===== src/ocd_pkg.sv =====
package ocd_pkg;

  // Register bus widths
  localparam int ADDR_W = 9;
  localparam int DATA_W = 8;
  localparam int NUM_REGS = 9;

  // Register byte offsets
  localparam logic [8:0] ADDR_DIV1_CYCLES      = 9'h196;
  localparam logic [8:0] ADDR_DIV1_MISC        = 9'h197;
  localparam logic [8:0] ADDR_DIV1_ROUTE       = 9'h198;
  localparam logic [8:0] ADDR_CHAN_B_S1_CYCLES = 9'h199;
  localparam logic [8:0] ADDR_CHAN_B_PHASE     = 9'h19a;
  localparam logic [8:0] ADDR_CHAN_B_S2_CYCLES = 9'h19b;
  localparam logic [8:0] ADDR_CHAN_B_CTRL      = 9'h19c;
  localparam logic [8:0] ADDR_CHAN_B_DUTY      = 9'h19d;
  localparam logic [8:0] ADDR_CHAN_C_S1_CYCLES = 9'h19e;

  // Index of each register in the register array
  localparam int IDX_DIV1_CYCLES      = 0;
  localparam int IDX_DIV1_MISC        = 1;
  localparam int IDX_DIV1_ROUTE       = 2;
  localparam int IDX_CHAN_B_S1_CYCLES = 3;
  localparam int IDX_CHAN_B_PHASE     = 4;
  localparam int IDX_CHAN_B_S2_CYCLES = 5;
  localparam int IDX_CHAN_B_CTRL      = 6;
  localparam int IDX_CHAN_B_DUTY      = 7;
  localparam int IDX_CHAN_C_S1_CYCLES = 8;

  // Writable bits per register, reserved bits read as zero
  localparam logic [8:0][7:0] REG_MASK = {8'hff, 8'h01, 8'h3f, 8'hff, 8'hff,
                                          8'hff, 8'h03, 8'hff, 8'hff};
  localparam logic [7:0] REG_RESET = 8'h00;

  // Single-stage divider misc control bits
  localparam int BIT_DIV1_BYPASS = 7;
  localparam int BIT_DIV1_NOSYNC = 6;
  localparam int BIT_DIV1_FORCE  = 5;
  localparam int BIT_DIV1_START  = 4;

  // Route and duty register bits
  localparam int BIT_DIRECT_ROUTE = 1;
  localparam int BIT_DUTY_DISABLE = 0;

  // Cascaded channel control bits
  localparam int BIT_B_BYPASS_S2 = 5;
  localparam int BIT_B_BYPASS_S1 = 4;
  localparam int BIT_B_NOSYNC    = 3;
  localparam int BIT_B_FORCE     = 2;
  localparam int BIT_B_START_S2  = 1;
  localparam int BIT_B_START_S1  = 0;

  // Distribution select codes
  localparam logic [1:0] DIST_CLKIN = 2'b00;
  localparam logic [1:0] DIST_NONE  = 2'b01;
  localparam logic [1:0] DIST_VCO   = 2'b10;

  // Divider stage states
  typedef enum logic {OCD_PHASE, OCD_RUN} ocd_stage_state_t;

endpackage


===== src/ocd_div_stage.sv =====
`timescale 1ns/100ps
module ocd_div_stage
  import ocd_pkg::*;
(
  input  wire logic       ref_clk,
  input  wire logic       resetn,
  input  wire logic       ce,
  input  wire logic       in_level,
  input  wire logic [3:0] low_cnt,
  input  wire logic [3:0] high_cnt,
  input  wire logic [3:0] phase,
  input  wire logic       start_high,
  input  wire logic       bypass,
  input  wire logic       restart,
  output logic            out_level
);

  typedef struct packed {
    logic             prev;
    logic             out;
    ocd_stage_state_t state;
    logic [3:0]       cnt;
    logic [3:0]       ph;
  } ocd_stage_st_t;

  ocd_stage_st_t s;
  ocd_stage_st_t next_s;
  logic          rise;
  logic [3:0]    limit;

  // Input edge and current half-period length
  assign rise  = in_level & ~s.prev;
  assign limit = s.out ? high_cnt : low_cnt;

  // Bypass, restart, phase wait and low/high counting
  always_comb begin
    next_s = s;
    next_s.prev = in_level;
    if (bypass) begin
      next_s.out = in_level;
    end else if (restart) begin
      next_s.out = start_high;
      next_s.cnt = 4'h0;
      next_s.ph = phase;
      next_s.state = (phase == 4'h0) ? OCD_RUN : OCD_PHASE;
    end else if (rise) begin
      unique case (s.state)
        OCD_PHASE: begin
          next_s.ph = s.ph - 4'h1;
          if (s.ph == 4'h1) begin
            next_s.state = OCD_RUN;
          end
        end
        OCD_RUN: begin
          if (s.cnt == limit) begin
            next_s.out = ~s.out;
            next_s.cnt = 4'h0;
          end else begin
            next_s.cnt = s.cnt + 4'h1;
          end
        end
      endcase
    end
  end

  // State register, frozen while ce is low
  always_ff @(posedge ref_clk or negedge resetn) begin
    if (!resetn) begin
      s <= '{prev: 1'b0, out: 1'b0, state: OCD_RUN, cnt: 4'h0, ph: 4'h0};
    end else if (ce) begin
      s <= next_s;
    end
  end

  assign out_level = s.out;

  property p_start_level;
    @(posedge ref_clk) disable iff (!resetn)
    (ce && restart && !bypass) |=> (out_level == $past(start_high));
  endproperty
  a_start_level: assert property (p_start_level)
    else $error("stage did not restart at its start level");

  property p_toggle;
    @(posedge ref_clk) disable iff (!resetn)
    (ce && !bypass && !restart && s.state == OCD_RUN && rise && s.cnt == limit)
      |=> (out_level != $past(out_level));
  endproperty
  a_toggle: assert property (p_toggle)
    else $error("stage did not toggle at end of half period");

  property p_hold;
    @(posedge ref_clk) disable iff (!resetn)
    (ce && !bypass && !restart && (s.state == OCD_PHASE || s.cnt != limit))
      |=> (out_level == $past(out_level));
  endproperty
  a_hold: assert property (p_hold)
    else $error("stage output changed inside a half period");

  property p_bypass;
    @(posedge ref_clk) disable iff (!resetn)
    (ce && bypass) |=> (out_level == $past(in_level));
  endproperty
  a_bypass: assert property (p_bypass)
    else $error("bypassed stage did not follow its input");

  property p_phase_load;
    @(posedge ref_clk) disable iff (!resetn)
    (ce && restart && !bypass && phase != 4'h0)
      |=> (s.state == OCD_PHASE && s.ph == $past(phase));
  endproperty
  a_phase_load: assert property (p_phase_load)
    else $error("phase offset not loaded on restart");

endmodule // ocd_div_stage


===== src/ocd_duty_fix.sv =====
`timescale 1ns/100ps
module ocd_duty_fix
  import ocd_pkg::*;
#(
  parameter int CNT_W = 8
) (
  input  wire logic ref_clk,
  input  wire logic resetn,
  input  wire logic ce,
  input  wire logic in_level,
  input  wire logic duty_correction_disable,
  output logic      out_level
);

  typedef struct packed {
    logic             prev;
    logic             out;
    logic [CNT_W-1:0] cnt;
    logic [CNT_W-1:0] period;
  } ocd_duty_st_t;

  ocd_duty_st_t     s;
  ocd_duty_st_t     next_s;
  logic [CNT_W-1:0] cnt_inc;

  assign cnt_inc = s.cnt + {{(CNT_W-1){1'b0}}, 1'b1};

  // Measure the period, then hold high for half of it
  always_comb begin
    next_s = s;
    next_s.prev = in_level;
    if (duty_correction_disable) begin
      next_s.out = in_level;
    end else if (in_level && !s.prev) begin
      next_s.period = cnt_inc;
      next_s.cnt = '0;
      next_s.out = 1'b1;
    end else begin
      if (s.cnt != {CNT_W{1'b1}}) begin
        next_s.cnt = cnt_inc;
      end
      if (cnt_inc >= (s.period >> 1)) begin
        next_s.out = 1'b0;
      end
    end
  end

  // State register
  always_ff @(posedge ref_clk or negedge resetn) begin
    if (!resetn) begin
      s <= '0;
    end else if (ce) begin
      s <= next_s;
    end
  end

  assign out_level = s.out;

  property p_pass;
    @(posedge ref_clk) disable iff (!resetn)
    (ce && duty_correction_disable) |=> (out_level == $past(in_level));
  endproperty
  a_pass: assert property (p_pass)
    else $error("uncorrected path did not follow its input");

endmodule // ocd_duty_fix


===== src/ocd_output_dividers.sv =====
// Design decision made here: strobed register access.
`timescale 1ns/100ps
module ocd_output_dividers
  import ocd_pkg::*;
#(
  parameter int DUTY_CNT_W = 8
) (
  input  wire logic              ref_clk,
  input  wire logic              resetn,
  input  wire logic              ce,
  input  wire logic [ADDR_W-1:0] addr,
  input  wire logic [DATA_W-1:0] wr_data,
  input  wire logic              wr_en,
  input  wire logic              rd_en,
  output logic      [DATA_W-1:0] rd_data,
  input  wire logic              vco_level,
  input  wire logic              clkin_level,
  input  wire logic [1:0]        dist_select,
  input  wire logic              sync_n,
  output logic                   pair_two_output_a,
  output logic                   pair_two_output_b,
  output logic                   chan_b_out,
  output logic                   chan_c_stage1_out
);

  typedef struct packed {
    logic [NUM_REGS-1:0][DATA_W-1:0] regs;
    logic [DATA_W-1:0]               rd_data;
    logic                            pair_out;
    logic                            chan_b;
  } ocd_main_st_t;

  ocd_main_st_t s;
  ocd_main_st_t next_s;

  logic [DATA_W-1:0] r_div1_cycles;
  logic [DATA_W-1:0] r_div1_misc;
  logic [DATA_W-1:0] r_div1_route;
  logic [DATA_W-1:0] r_b_s1_cycles;
  logic [DATA_W-1:0] r_b_phase;
  logic [DATA_W-1:0] r_b_s2_cycles;
  logic [DATA_W-1:0] r_b_ctrl;
  logic [DATA_W-1:0] r_b_duty;
  logic [DATA_W-1:0] r_c_s1_cycles;
  logic              addr_hit;
  logic [3:0]        reg_idx;
  logic [ADDR_W-1:0] addr_off;
  logic              src_level;
  logic              sync_req;
  logic              div1_raw;
  logic              div1_fixed;
  logic              div1_final;
  logic              b_s1_out;
  logic              b_s2_out;
  logic              b_fixed;
  logic              c_s1_out;

  // Register fields
  assign r_div1_cycles = s.regs[IDX_DIV1_CYCLES];
  assign r_div1_misc   = s.regs[IDX_DIV1_MISC];
  assign r_div1_route  = s.regs[IDX_DIV1_ROUTE];
  assign r_b_s1_cycles = s.regs[IDX_CHAN_B_S1_CYCLES];
  assign r_b_phase     = s.regs[IDX_CHAN_B_PHASE];
  assign r_b_s2_cycles = s.regs[IDX_CHAN_B_S2_CYCLES];
  assign r_b_ctrl      = s.regs[IDX_CHAN_B_CTRL];
  assign r_b_duty      = s.regs[IDX_CHAN_B_DUTY];
  assign r_c_s1_cycles = s.regs[IDX_CHAN_C_S1_CYCLES];

  // Address decode over the contiguous register block
  assign addr_off = addr - ADDR_DIV1_CYCLES;
  assign reg_idx  = addr_off[3:0];
  assign addr_hit = (addr >= ADDR_DIV1_CYCLES) && (addr <= ADDR_CHAN_C_S1_CYCLES);

  // Divider input and chip-level sync request
  assign src_level = (dist_select == DIST_VCO) ? vco_level : clkin_level;
  assign sync_req  = ~sync_n;

  // Single-stage divider feeding the second output pair
  ocd_div_stage u_div1 (
    .ref_clk    (ref_clk),
    .resetn     (resetn),
    .ce         (ce),
    .in_level   (src_level),
    .low_cnt    (r_div1_cycles[7:4]),
    .high_cnt   (r_div1_cycles[3:0]),
    .phase      (r_div1_misc[3:0]),
    .start_high (r_div1_misc[BIT_DIV1_START]),
    .bypass     (r_div1_misc[BIT_DIV1_BYPASS]),
    .restart    (sync_req & ~r_div1_misc[BIT_DIV1_NOSYNC]),
    .out_level  (div1_raw)
  );

  ocd_duty_fix #(.CNT_W(DUTY_CNT_W)) u_div1_duty (
    .ref_clk                 (ref_clk),
    .resetn                  (resetn),
    .ce                      (ce),
    .in_level                (div1_raw),
    .duty_correction_disable (r_div1_route[BIT_DUTY_DISABLE]),
    .out_level               (div1_fixed)
  );

  // Forced high on the single-stage divider needs its sync-ignore too
  assign div1_final = (r_div1_misc[BIT_DIV1_NOSYNC] & r_div1_misc[BIT_DIV1_FORCE]) | div1_fixed;

  // Cascaded channel, first stage
  ocd_div_stage u_b_s1 (
    .ref_clk    (ref_clk),
    .resetn     (resetn),
    .ce         (ce),
    .in_level   (src_level),
    .low_cnt    (r_b_s1_cycles[7:4]),
    .high_cnt   (r_b_s1_cycles[3:0]),
    .phase      (r_b_phase[3:0]),
    .start_high (r_b_ctrl[BIT_B_START_S1]),
    .bypass     (r_b_ctrl[BIT_B_BYPASS_S1]),
    .restart    (sync_req & ~r_b_ctrl[BIT_B_NOSYNC]),
    .out_level  (b_s1_out)
  );

  // Cascaded channel, second stage clocked by the first stage
  ocd_div_stage u_b_s2 (
    .ref_clk    (ref_clk),
    .resetn     (resetn),
    .ce         (ce),
    .in_level   (b_s1_out),
    .low_cnt    (r_b_s2_cycles[7:4]),
    .high_cnt   (r_b_s2_cycles[3:0]),
    .phase      (r_b_phase[7:4]),
    .start_high (r_b_ctrl[BIT_B_START_S2]),
    .bypass     (r_b_ctrl[BIT_B_BYPASS_S2]),
    .restart    (sync_req & ~r_b_ctrl[BIT_B_NOSYNC]),
    .out_level  (b_s2_out)
  );

  ocd_duty_fix #(.CNT_W(DUTY_CNT_W)) u_b_duty (
    .ref_clk                 (ref_clk),
    .resetn                  (resetn),
    .ce                      (ce),
    .in_level                (b_s2_out),
    .duty_correction_disable (r_b_duty[BIT_DUTY_DISABLE]),
    .out_level               (b_fixed)
  );

  // Next channel, first stage: timing fields only, always obeys sync
  ocd_div_stage u_c_s1 (
    .ref_clk    (ref_clk),
    .resetn     (resetn),
    .ce         (ce),
    .in_level   (src_level),
    .low_cnt    (r_c_s1_cycles[7:4]),
    .high_cnt   (r_c_s1_cycles[3:0]),
    .phase      (4'h0),
    .start_high (1'b0),
    .bypass     (1'b0),
    .restart    (sync_req),
    .out_level  (c_s1_out)
  );

  // Register writes, read data and output routing
  always_comb begin
    next_s = s;
    next_s.rd_data = '0;
    if (wr_en && addr_hit) begin
      next_s.regs[reg_idx] = wr_data & REG_MASK[reg_idx];
    end
    if (rd_en && addr_hit) begin
      next_s.rd_data = s.regs[reg_idx];
    end
    next_s.pair_out = div1_final;
    if (r_div1_route[BIT_DIRECT_ROUTE]) begin
      if (dist_select == DIST_VCO) begin
        next_s.pair_out = vco_level;
      end else if (dist_select == DIST_CLKIN) begin
        next_s.pair_out = clkin_level;
      end
    end
    if (r_b_ctrl[BIT_B_NOSYNC] && r_b_ctrl[BIT_B_FORCE]) begin
      next_s.chan_b = 1'b1;
    end else begin
      next_s.chan_b = b_fixed;
    end
  end

  // State register
  always_ff @(posedge ref_clk or negedge resetn) begin
    if (!resetn) begin
      s <= '{regs: {NUM_REGS{REG_RESET}}, rd_data: '0, pair_out: 1'b0, chan_b: 1'b0};
    end else if (ce) begin
      s <= next_s;
    end
  end

  // Outputs from flip-flops
  assign rd_data           = s.rd_data;
  assign pair_two_output_a = s.pair_out;
  assign pair_two_output_b = s.pair_out;
  assign chan_b_out        = s.chan_b;
  assign chan_c_stage1_out = c_s1_out;

  property p_route_vco;
    @(posedge ref_clk) disable iff (!resetn)
    (ce && r_div1_route[BIT_DIRECT_ROUTE] && dist_select == DIST_VCO)
      |=> (pair_two_output_a == $past(vco_level));
  endproperty
  a_route_vco: assert property (p_route_vco)
    else $error("pair not routed from the VCO");

  property p_route_clkin;
    @(posedge ref_clk) disable iff (!resetn)
    (ce && r_div1_route[BIT_DIRECT_ROUTE] && dist_select == DIST_CLKIN)
      |=> (pair_two_output_b == $past(clkin_level));
  endproperty
  a_route_clkin: assert property (p_route_clkin)
    else $error("pair not routed from the clock input");

  property p_route_div;
    @(posedge ref_clk) disable iff (!resetn)
    (ce && (!r_div1_route[BIT_DIRECT_ROUTE] || dist_select == DIST_NONE))
      |=> (pair_two_output_a == $past(div1_final));
  endproperty
  a_route_div: assert property (p_route_div)
    else $error("pair not driven from its divider");

  property p_force;
    @(posedge ref_clk) disable iff (!resetn)
    (ce && r_b_ctrl[BIT_B_NOSYNC] && r_b_ctrl[BIT_B_FORCE]) |=> chan_b_out;
  endproperty
  a_force: assert property (p_force)
    else $error("forced level not driven");

  property p_sync_obey;
    @(posedge ref_clk) disable iff (!resetn)
    (ce && sync_req && !r_b_ctrl[BIT_B_NOSYNC] && !r_b_ctrl[BIT_B_BYPASS_S1])
      |=> (b_s1_out == $past(r_b_ctrl[BIT_B_START_S1]));
  endproperty
  a_sync_obey: assert property (p_sync_obey)
    else $error("cascaded channel ignored an honoured sync");

  property p_unmapped_read;
    @(posedge ref_clk) disable iff (!resetn)
    (ce && rd_en && !addr_hit) |=> (rd_data == 8'h00);
  endproperty
  a_unmapped_read: assert property (p_unmapped_read)
    else $error("unmapped read returned nonzero data");

  property p_div1_force;
    @(posedge ref_clk) disable iff (!resetn)
    (ce && r_div1_misc[BIT_DIV1_NOSYNC] && r_div1_misc[BIT_DIV1_FORCE]
      && !r_div1_route[BIT_DIRECT_ROUTE]) |=> pair_two_output_a;
  endproperty
  a_div1_force: assert property (p_div1_force)
    else $error("single-stage forced level not on the pair");

  property p_no_force;
    @(posedge ref_clk) disable iff (!resetn)
    (ce && !r_b_ctrl[BIT_B_NOSYNC]) |=> (chan_b_out == $past(b_fixed));
  endproperty
  a_no_force: assert property (p_no_force)
    else $error("cascaded output overridden without sync-ignore");

  property p_s2_start;
    @(posedge ref_clk) disable iff (!resetn)
    (ce && sync_req && !r_b_ctrl[BIT_B_NOSYNC] && !r_b_ctrl[BIT_B_BYPASS_S2])
      |=> (b_s2_out == $past(r_b_ctrl[BIT_B_START_S2]));
  endproperty
  a_s2_start: assert property (p_s2_start)
    else $error("second stage did not restart at its start level");

  property p_c_restart;
    @(posedge ref_clk) disable iff (!resetn)
    (ce && sync_req) |=> !chan_c_stage1_out;
  endproperty
  a_c_restart: assert property (p_c_restart)
    else $error("next channel stage did not restart low");

  property p_s1_bypass;
    @(posedge ref_clk) disable iff (!resetn)
    (ce && r_b_ctrl[BIT_B_BYPASS_S1]) |=> (b_s1_out == $past(src_level));
  endproperty
  a_s1_bypass: assert property (p_s1_bypass)
    else $error("bypassed first stage did not pass its input");

  property p_s2_bypass;
    @(posedge ref_clk) disable iff (!resetn)
    (ce && r_b_ctrl[BIT_B_BYPASS_S2]) |=> (b_s2_out == $past(b_s1_out));
  endproperty
  a_s2_bypass: assert property (p_s2_bypass)
    else $error("bypassed second stage did not pass its input");

endmodule // ocd_output_dividers


===== config.mk =====
export PLATFORM = sky130hd
export DESIGN_NAME = ocd_output_dividers
export DESIGN_NICKNAME = d
export VERILOG_FILES = /design/src/ocd_pkg.sv /design/src/ocd_div_stage.sv /design/src/ocd_duty_fix.sv /design/src/ocd_output_dividers.sv
export SDC_FILE = /design/constraint.sdc
export NUM_CORES = 1
export LEC_CHECK = 0
export BUFFER_PORTS_ARGS = -buffer_cell sky130_fd_sc_hd__buf_4
export CAP_MARGIN = 20
export CORE_MARGIN = 5
export CORE_UTILIZATION = 60
export DETAILED_ROUTE_END_ITERATION = 6
export PLACE_DENSITY = 0.78
export SLEW_MARGIN = 20
export SYNTH_ARGS = -nofsm -noshare
export SYNTH_HDL_FRONTEND = slang
export SYNTH_HIERARCHICAL = 1
export SYNTH_SLANG_ARGS = --single-unit

===== constraint.sdc =====
create_clock -name ref_clk -period 5.02 [get_ports ref_clk]
set_input_delay 0.753 -clock ref_clk [delete_from_list [all_inputs] [get_ports ref_clk]]
set_output_delay 0.753 -clock ref_clk [all_outputs]
set_load 0.05 [all_outputs]

# ---- Word level (Yosys, flattened, before mapping)
# Memory sizes are Yosys's and may differ from the RTL's.
# Index checks and enable logic that the tools add are counted.
dict set report word_totals {
  n_memories 1
  ram_bits 0
  inputBits 27
  latch_bits 0
  ff_bits 160
  out_inout_bits 12
  elab_cells 216
  romBits 128
}
# name depth word_bits rd rd_clocked_by_memory_dff write_ports line_no
set memory_table {}
lappend memory_table {{(no name shown)} 16 8 1 0 0 ocd_output_dividers.sv:164} ;# next_s.regs[reg_idx] = wr_data & REG_MASK[reg_idx];
dict set report classes {
  multipliers 0
  div 0
  shift 0
  n_bitwise 21
  addsub 11
  magnitude_cmp 6
  muxes 66
  n_reduce_logical 55
  eq_ne 18
}
# op count
set ops {}
lappend ops {{$mux W10} 8}
lappend ops {{$bwmux W72} 1}
lappend ops {{$mux W4} 16}
lappend ops {{$mux W8} 6}
lappend ops {{$reduce_and A4 Y1} 10}
lappend ops {{$reduce_bool A3 Y1} 11}
lappend ops {{$bmux W8 S4} 1}
lappend ops {{$demux W8 S4} 1}
lappend ops {{$mux W1} 31}
lappend ops {{$reduce_and A3 Y1} 9}
lappend ops {{$mux W9} 2}
lappend ops {{$add A4 B1 Y4 const B} 4}
lappend ops {{$add A8 B1 Y8 const B} 2}
lappend ops {{$eq A4 B1 Y1 const B} 4}
lappend ops {{$eq A4 B4 Y1} 4}
lappend ops {{$ge A8 B7 Y1} 2}
lappend ops {{$ne A8 B8 Y1 const B} 2}
lappend ops {{$reduce_bool A2 Y1} 8}
lappend ops {{$sub A4 B1 Y4 const B} 4}
lappend ops {{$not A1 Y1} 14}
lappend ops {{$logic_not A4 Y1} 3}
lappend ops {{$ne A2 B1 Y1 const B} 5}
lappend ops {{$ge A9 B9 Y1 const B} 1}
lappend ops {{$le A9 B9 Y1 const B} 1}
lappend ops {{12 further kinds} 27}

# ---- Longest topological paths before layout
# Gate-level depths: netlist of run 1.
dict set report depth {
  ltp_word 7
  mapped_depth 9
  ltp_nobuf 9
}

# ---- Modules after synthesis
# The synthesis of run 1 kept the hierarchy.
# mod area_each_um2 n_inst cells_per_inst
set by_module_without_submodules {}
lappend by_module_without_submodules {ocd_output_dividers 3890.0 1 294}
lappend by_module_without_submodules {ocd_div_stage 832.0 4 92}
lappend by_module_without_submodules {ocd_duty_fix 1068.5 2 109}

# ---- Worst setup path after synthesis of run 1
# No wires, ideal clock.
dict set report synth_path {
  path_kind {input to register}
  startpoint {in addr[1]}
  endpoint {reg s (netlist bit r_b_s2_cycles[0])}
  cell_stages 6
  path_slack_ns 2.658
  n_path_buf 1
  arrival_time_ns 2.237
  t_required_ns 4.895
  cell_sequence {ha_1 -> xnor2_2 -> nor4_4 -> nor2b_1 -> buf_4 -> mux2_2}
}
dict set report synth_via {
  elab_chain_len 6
  word_cells_on_any_way 15
}
# element line_no
set synth_rtl {}
lappend synth_rtl {{start, declared} ocd_output_dividers.sv:11} ;# input wire logic [ADDR_W-1:0] addr,
lappend synth_rtl {{$sub A4 B3 Y4} ocd_output_dividers.sv:70} ;# assign addr_off = addr - ADDR_DIV1_CYCLES;
lappend synth_rtl {{$lt A4 B5 Y1 (implied by the code) or $ge A4 B1 Y1 (tied branches)} ocd_output_dividers.sv:164}
lappend synth_rtl {{$logic_and A1 B1 Y1 (implied by the code)} ocd_output_dividers.sv:164}
lappend synth_rtl {{$mux W8 (implied by the code)} ocd_output_dividers.sv:164}
lappend synth_rtl {{$demux W8 S4} ocd_output_dividers.sv:164}
lappend synth_rtl {{$bwmux W72} ocd_output_dividers.sv:164}
lappend synth_rtl {{end signal, assigned} ocd_output_dividers.sv:187} ;# s <= '{regs: {NUM_REGS{REG_RESET}}, rd_data: '0, pair_out: 1'b0, chan_b: 1'b0};
lappend synth_rtl {{end signal, assigned} ocd_output_dividers.sv:189} ;# s <= next_s;
lappend synth_rtl {{end, declared} ocd_output_dividers.sv:33} ;# ocd_main_st_t s;
# Parallel ways exist; a longest one is shown, timed or not. The select of a mux whose other input is x is not followed.
# A chain may end at the register's enable or synchronous reset.

# ---- Worst setup path after layout of run 1
dict set report layout_path {
  startpoint {in addr[1]}
  endpoint {reg s (netlist bit r_b_s2_cycles[7])}
}
# The elaborated chain is that of the path after synthesis.

==> results of run 1 <==
## final cells by class
| class | instances | area share [%] |
|---|---|---|
| Multi-Input combinational cell | 648 | 48.03 |
| Clock buffer | 22 | 4.630 |
| Inverter | 57 | 2.046 |
| Tap cell | 211 | 2.525 |
| Clock inverter | 10 | 1.268 |
| Timing Repair Buffer | 42 | 3.171 |
| Sequential cell | 160 | 38.33 |
## synth_stat cells (7+ instances only)
cell,number
dfrtp_1,156
mux2_2,67
o21ai_0,60
inv_1,56
nor2_1,38
mux2i_1,37
nand2_1,35
a21oi_1,31
ha_1,29
nand2b_1,29
nor2b_1,24
xnor2_1,22
nor3_1,20
o211ai_1,18
o41ai_1,16
or4_1,16
and3_1,14
clkbuf_1,13
a211oi_1,11
o21a_1,10
and2b_1,9
and2_1,8
mux4_2,8
nor3b_1,8
o221ai_1,8
o31ai_1,8
buf_2,7
o31a_1,7
xor2_1,7
## power by group through the flow
stage          clock (mW)  sequential, mW  combinational, mW
6_report             1.35            1.66              0.901
5_1_grt              1.42            1.69               1.02
4_1_cts              1.37            1.65              0.908
3_5_place_dp            0            1.67              0.900
3_3_place_gp            0            1.67              0.873
2_1_floorplan           0            1.64              0.700
## stage by stage
step	util (%)	power [mW]	instance area, sq um
2_1_floorplan	-	2.340	9400
3_3_place_gp	64.49	2.543	9841
3_5_place_dp	64.49	2.575	9841
4_1_cts	68.54	3.932	10460
5_1_grt	68.54	4.135	10460
6_report	68.54	3.906	10460
## flip-flops by register name, indices dropped and copies added, names as in the netlist, 8 cells and up
| register | flops |
|---|---|
| u_b_duty/s | 16 |
| u_div1_duty/s | 16 |
| u_b_s1/s | 10 |
| u_b_s2/s | 10 |
| u_c_s1/s | 10 |
| u_div1/s | 10 |
| r_b_ctrl | 8 |
| r_b_duty | 8 |
| r_b_phase | 8 |
| r_b_s1_cycles | 8 |
| r_b_s2_cycles | 8 |
| r_c_s1_cycles | 8 |
| r_div1_cycles | 8 |
| r_div1_misc | 8 |
| r_div1_route | 8 |
| rd_data | 8 |
## routing by layer
metal	share of wire (%)	routed length, um	global-route usage [%]	up-vias
met4	1.8	385	6.391	0
met2	46	9910	37.91	199
met5	0	0	0	-
met1	46	10060	35.96	3469
li1	-	-	-	3333
met3	6.1	1315	5.887	34
## kinds of logic (layout without fill, tap and decap cells)
family,Yosys count,count (layout),share of synthesized area (%)
AO/OA/AOI/OAI,203,203,14.63
XOR/XNOR,32,32,3.237
adder cells (fa/ha/maj),29,29,3.879
buffers and inverters,84,131,3.972
flip-flops,160,160,42.85
multiplexers,113,113,14.11
other,1,13,0.04008
AND/OR/NAND/NOR,258,258,17.28
## path summary, 6_finish.rpt
path | from | endpoint | slack, ps | depth (start not counted)
setup / recovery | addr[1] | r_b_s2_cycles[7] | 1960 | 7
hold / removal | resetn | u_b_duty/s[2] | 330 | 1
setup reg to reg | u_div1_duty/s[8] | u_div1_duty/out_level | 2490 | 9
hold reg to reg | r_div1_route[2] | r_div1_route[2] | 500 | 1
max in group asynchronous | resetn | u_b_s2/s[8] | 3780 | 2
min in group ref_clk | r_div1_route[2] | r_div1_route[2] | 500 | 1
==> flow_metrics.py, run 1 <==
metrics = {
    "critical_path": {
        "path_delay_family": "simple AND/OR/NAND/NOR gates",
        "crit_fanout": 33,
        "end_kind": "flip-flop",
        "path_class": "in -> reg",
        "path_buf_inv": 2,
        "worst_path_most_repeated_cell": "buf_4",
        "cpPeakStageDelay_ps": 690,
        "startpoint_type": "input pin",
        "crit_required_ps": 5330,
        "slowest_stage": "nor2b_1",
        "crit_arrival_ps": 3370,
        "cp_cell_sequence": "buf_4 > ha_1 > xnor2_2 > buf_4 > nor4_4 > nor2b_1 > mux2_2",
    },
    "die": {
        "core_area_sq_mm": 0.01526,
        "die-area_sq_mm": 0.01819,
        "ios": 39,
        "die_h_um": 134.9,
        "die_w_um": 134.9,
        "initial_utilization_pct": 61.31,
        "rows": 45,
    },
    "layout": {
        "final_cells": 1150,
        "layout_common_cells": "dfrtp_1 (156), mux2_2 (67), o21ai_0 (60)",
        "final_common_cell": "dfrtp_1",
        "area_delta_synth_final_pct": 11.78,
        "antenna_cells": 0,
        "nFillCells": 1167,
        "drive_gt1_share_pct": 20.23,
        "regArea_sq_mm": 0.004009,
        "finish.net_count": 982,
        "multiInputGateArea_sq_mm": 0.005022,
    },
    "logic_synthesis": {
        "synth_edf_count": 0,
        "avgSynthCellArea_sq_um": 10.63,
        "synth_area_sq_mm": 0.009355,
        "synth_top_area_cell": "dfrtp_1",
        "synthTopCellsByArea": "dfrtp_1 (42%), mux2_2 (8.1%), mux2i_1 (4.0%), ha_1 (3.9%), o21ai_0 (3.2%)",
        "netlist_instances": 880,
        "synth_warnings": 6,
        "synthFlopType": "dfrtp_1",
        "synthArstFlopShare_pct": 100.0,
        "ys_types": 71,
        "synth_seq_cells": 160,
        "synth_top_area_share_pct": 41.73,
        "ys_seq_area_share_pct": 42.85,
    },
    "power": {
        "p_comb_share_pct": 23.1,
        "ir_drop_mv": 0.2440,
        "p_seq_share_pct": 42.4,
        "p_int_mw": 2.698,
        "p_leak_nw": 4.728,
        "switching_power_mw": 1.208,
        "switching_share_pct": 30.93,
        "clkPwrFrac_pct": 34.6,
        "p_per_area_mw_per_mm2": 373.5,
    },
    "timing": {
        "fin_worst_skew_ps": 6.753,
        "fmax_ghz": 0.3272,
        "worst_pin_slew_ps": 1045,
        "drv_slew": 0,
        "layout_setup_ws_ps": 1964,
        "fin_hold_ws_ps": 328.9,
        "finalSetupTns_ps": 0,
        "finalCritPeriodShare_pct": 60.88,
        "min_period_ps": 3056,
        "hold_viol": 0,
        "slew_headroom_pct": 30.10,
        "setup_viol": 0,
        "rsz0062_at_grt": "no",
    },
    "placement": {
        "dp_hpwl_um": 14850,
        "pre_cts_ws_ps": 1615,
        "portBuffers": 38,
        "post-place-cells": 1118,
        "place.gp.congestion": 0.9008,
    },
    "clock_tree": {
        "cts_tree": "yes",
        "cts.path.max_buffers": 2,
        "cts.htree.levels": 4,
        "ctsHoldBuffers": 0,
        "numCtsBuffers": 17,
        "ctsResizeCount": 0,
        "clk_pin_slew_worst_paths_ps": 60,
        "cts_sinks": 160,
        "cts-root-buf": "clkbuf_16",
        "clock_latency_ps": 430,
        "cts_setup_buffers": 0,
    },
    "routing": {
        "viasPerCell": 6.117,
        "vias": 7035,
        "wl_um": 21670,
        "firstDrtPassIters": 5,
        "wl_per_cell_um": 18.84,
        "drtIter0Drc": 661,
        "final_antenna_net_count": 0,
        "drc_errors": 0,
    },
    "global_routing": {
        "grt_first_pass_wirelength_um": 35850,
        "first_global_vias": 6775,
        "grt_remaining_overflow": 0,
        "antenna_found_initial": 0,
        "grt_max_degree": 88,
        "gr-usage-all-layers_pct": 24.82,
    },
    "status": {
        "status": "completed",
    },
    "min_path": {
        "min_path_type": "in -> async",
    },
    "job": {
        "maxCapViolCount": 0,
    },
}
Power figures use the tool's default switching activity.
==> inputs of run 2 (changes only) <==
--- a/config.mk
+++ b/config.mk
@@ -5,12 +5,13 @@
 export SDC_FILE = /design/constraint.sdc
 export NUM_CORES = 1
 export LEC_CHECK = 0
+export ABC_AREA = 1
 export BUFFER_PORTS_ARGS = -buffer_cell sky130_fd_sc_hd__buf_4
 export CAP_MARGIN = 20
 export CORE_MARGIN = 5
-export CORE_UTILIZATION = 60
+export CORE_UTILIZATION = 57
 export DETAILED_ROUTE_END_ITERATION = 6
-export PLACE_DENSITY = 0.78
+export PLACE_DENSITY = 0.77
 export SLEW_MARGIN = 20
 export SYNTH_ARGS = -nofsm -noshare
 export SYNTH_HDL_FRONTEND = slang
==> constraint.sdc (replaced) <==
create_clock -name ref_clk -period 2.5 [get_ports ref_clk]
set_input_delay 0.375 -clock ref_clk [delete_from_list [all_inputs] [get_ports ref_clk]]
set_output_delay 0.375 -clock ref_clk [all_outputs]
set_load 0.05 [all_outputs]
==> flow_metrics.py, run 2 <==
metrics = {
    "critical_path": {
        "crit_fanout": 6,
        "path_class": "reg -> reg",
        "end_kind": "flip-flop",
        "crit_arrival_ps": 2370,
        "crit_required_ps": 2870,
        "startpoint_type": "flip-flop",
    },
    "global_routing": {
        "grt_remaining_overflow": 0,
        "antenna_found_initial": 0,
        "grt_max_degree": 60,
        "first_global_vias": 8163,
        "grt_first_pass_wirelength_um": 39540,
        "gr-usage-all-layers_pct": 24.34,
    },
    "layout": {
        "reg_top3": "u_b_duty/s x16, u_div1_duty/s x16",
        "post-route-cell-area_sq_mm": 0.01088,
        "fin_util_pct": 63.81,
        "final_common_cell": "nand2_1",
        "drive_gt1_share_pct": 13.43,
        "area_delta_synth_final_pct": 11.16,
        "antenna_cells": 0,
        "final_cells": 1632,
        "nFillCells": 1499,
        "layout_common_cells": "nand2_1 (468), inv_1 (163), dfrtp_1 (156)",
        "finish.net_count": 1450,
    },
    "die": {
        "die_w_um": 141.1,
        "die-area_sq_mm": 0.01990,
        "core_area_sq_mm": 0.01706,
        "die_h_um": 141.1,
        "initial_utilization_pct": 57.41,
        "ios": 39,
        "rows": 48,
    },
    "logic_synthesis": {
        "synth_top_area_cell": "dfrtp_1",
        "synthTopCellsByArea": "dfrtp_1 (40%), nand2_1 (18%), nand3_1 (6.3%), inv_1 (6.2%), ha_1 (3.7%)",
        "ys_top_cells_by_count": "nand2_1 (468), inv_1 (163), dfrtp_1 (156), nand3_1 (123), nor2_1 (92)",
        "ys_seq_area_share_pct": 40.94,
        "synth_top_area_share_pct": 39.87,
        "synth_area_sq_mm": 0.009792,
        "synth_warnings": 6,
        "synth_edf_count": 0,
        "ys_types": 38,
        "synthMostInstantiatedCell": "nand2_1",
        "synthFlopType": "dfrtp_1",
        "netlist_instances": 1343,
        "synth_seq_cells": 160,
        "synthArstFlopShare_pct": 100.0,
        "avgSynthCellArea_sq_um": 7.291,
    },
    "clock_tree": {
        "clk_pin_slew_worst_paths_ps": 70,
        "cts_tree": "yes",
        "cts.htree.levels": 4,
        "cts.path.max_buffers": 2,
        "cts_sinks": 160,
        "clock_latency_ps": 430,
        "ctsResizeCount": 0,
        "numCtsBuffers": 17,
        "cts-root-buf": "clkbuf_16",
    },
    "timing": {
        "hold_viol": 0,
        "rsz0062_at_grt": "no",
        "fmax_ghz": 0.4996,
        "min_period_ps": 2002,
        "slew_headroom_pct": 53.37,
        "fin_worst_skew_ps": 8.894,
        "worst_pin_slew_ps": 695.6,
        "setup_viol": 0,
        "finalCritPeriodShare_pct": 80.07,
        "layout_setup_ws_ps": 498.3,
        "finalSetupTns_ps": 0,
        "drv_slew": 0,
        "fin_hold_ws_ps": 248.4,
    },
    "power": {
        "p_per_area_mw_per_mm2": 734.5,
        "total_power_mw": 7.995,
        "p_leak_nw": 5.780,
        "ir_drop_mv": 0.4888,
    },
    "routing": {
        "vias": 8509,
        "viasPerCell": 5.214,
        "drc_errors": 0,
        "firstDrtPassIters": 6,
        "wl_um": 23060,
        "wl_per_cell_um": 14.13,
        "final_antenna_net_count": 0,
        "drtIter0Drc": 637,
    },
    "placement": {
        "place.gp.congestion": 0.9209,
        "post-place-cells": 1599,
        "pre_cts_ws_ps": 351.3,
        "dp_hpwl_um": 16640,
        "portBuffers": 38,
        "place_area_sq_mm": 0.01030,
    },
    "min_path": {
        "min_path_type": "in -> reg",
    },
    "status": {
        "status": "completed",
    },
    "job": {
        "maxCapViolCount": 0,
    },
}
[run 2: cell types whose count changed in the layout (fill, tap and decap cells not counted), moves of 29 or more]
cell / delta
nand2b_1: -29
nand3_1: +119
nand2_1: +433
mux2i_1: -37
inv_1: +107
nor2_1: +55
mux2_2: -66
[run 2: cells by family after synthesis]
family / count (synthesis) / synth area share [%]
AND/OR/NAND/NOR: 770 / 35.36
buffers and inverters: 223 / 9.954
flip-flops: 160 / 40.94
AO/OA/AOI/OAI: 139 / 8.101
adder cells (fa/ha/maj): 29 / 3.706
XOR/XNOR: 20 / 1.789
other: 1 / 0.03830
multiplexers: 1 / 0.1150
[run 2: metal layers]
layer,wire length [um],GRT usage (%),vias up
met5,0,0,-
met4,554,7.802,0
met3,1109,4.003,48
met2,10830,38.80,221
met1,10570,34.09,3909
li1,-,-,4331
[run 2: layout make-up]
class / count / area, sq um / share of cell area [%]
clock inverters: 14 / 132.6 / 1.219
flip-flops and latches: 160 / 4009 / 36.83
repair buffers: 52 / 434.2 / 3.989
multi-input cells: 970 / 4846 / 44.52
inverters: 193 / 742.0 / 6.817
well taps: 225 / 281.5 / 2.587
clock buffers: 18 / 439.2 / 4.035
[run 2: final timing paths]
path	from	endpoint	slack [ps]	cells past startpoint
min in group asynchronous	resetn	u_div1_duty/s[8]	460	2
worst min-delay path	dist_select[0]	pair_two_output_a	250	4
max in group asynchronous	resetn	u_b_s2/s[8]	1230	3
worst min register to register	u_b_duty/out_level	u_b_duty/out_level	490	2
worst max register to register	u_div1_duty/s[8]	u_div1_duty/out_level	500	15
worst max-delay path	u_div1_duty/s[8]	u_div1_duty/out_level	500	15
[run 2: power by group]
group	total, mW	switching [mW]	internal, mW
Sequential	3.26	0.315	2.94
Clock	2.53	1.12	1.41
Combinational	2.21	1.42	0.787
Total	7.99	2.86	5.14
[run 2: timing repair]
action | 4_1_cts | 5_1_grt
hold buffers | 1 | 0
endpoints found under the hold margin | 54 | 0
setup buffers | 0 | 0
[run 2: critical path, cell delays in order, from the launching register on]
cell and delay [ps]:
dfrtp_1 440, ha_1 210, nand2_1 60, inv_1 150
nand2_1 90, xor2_1 250, ha_1 290, nand2_1 60
inv_1 30, nand2_1 50, nand2_1 60, nand2_1 60
nand2_1 40, nand2_1 60, nand2_1 50, nand2_1 50
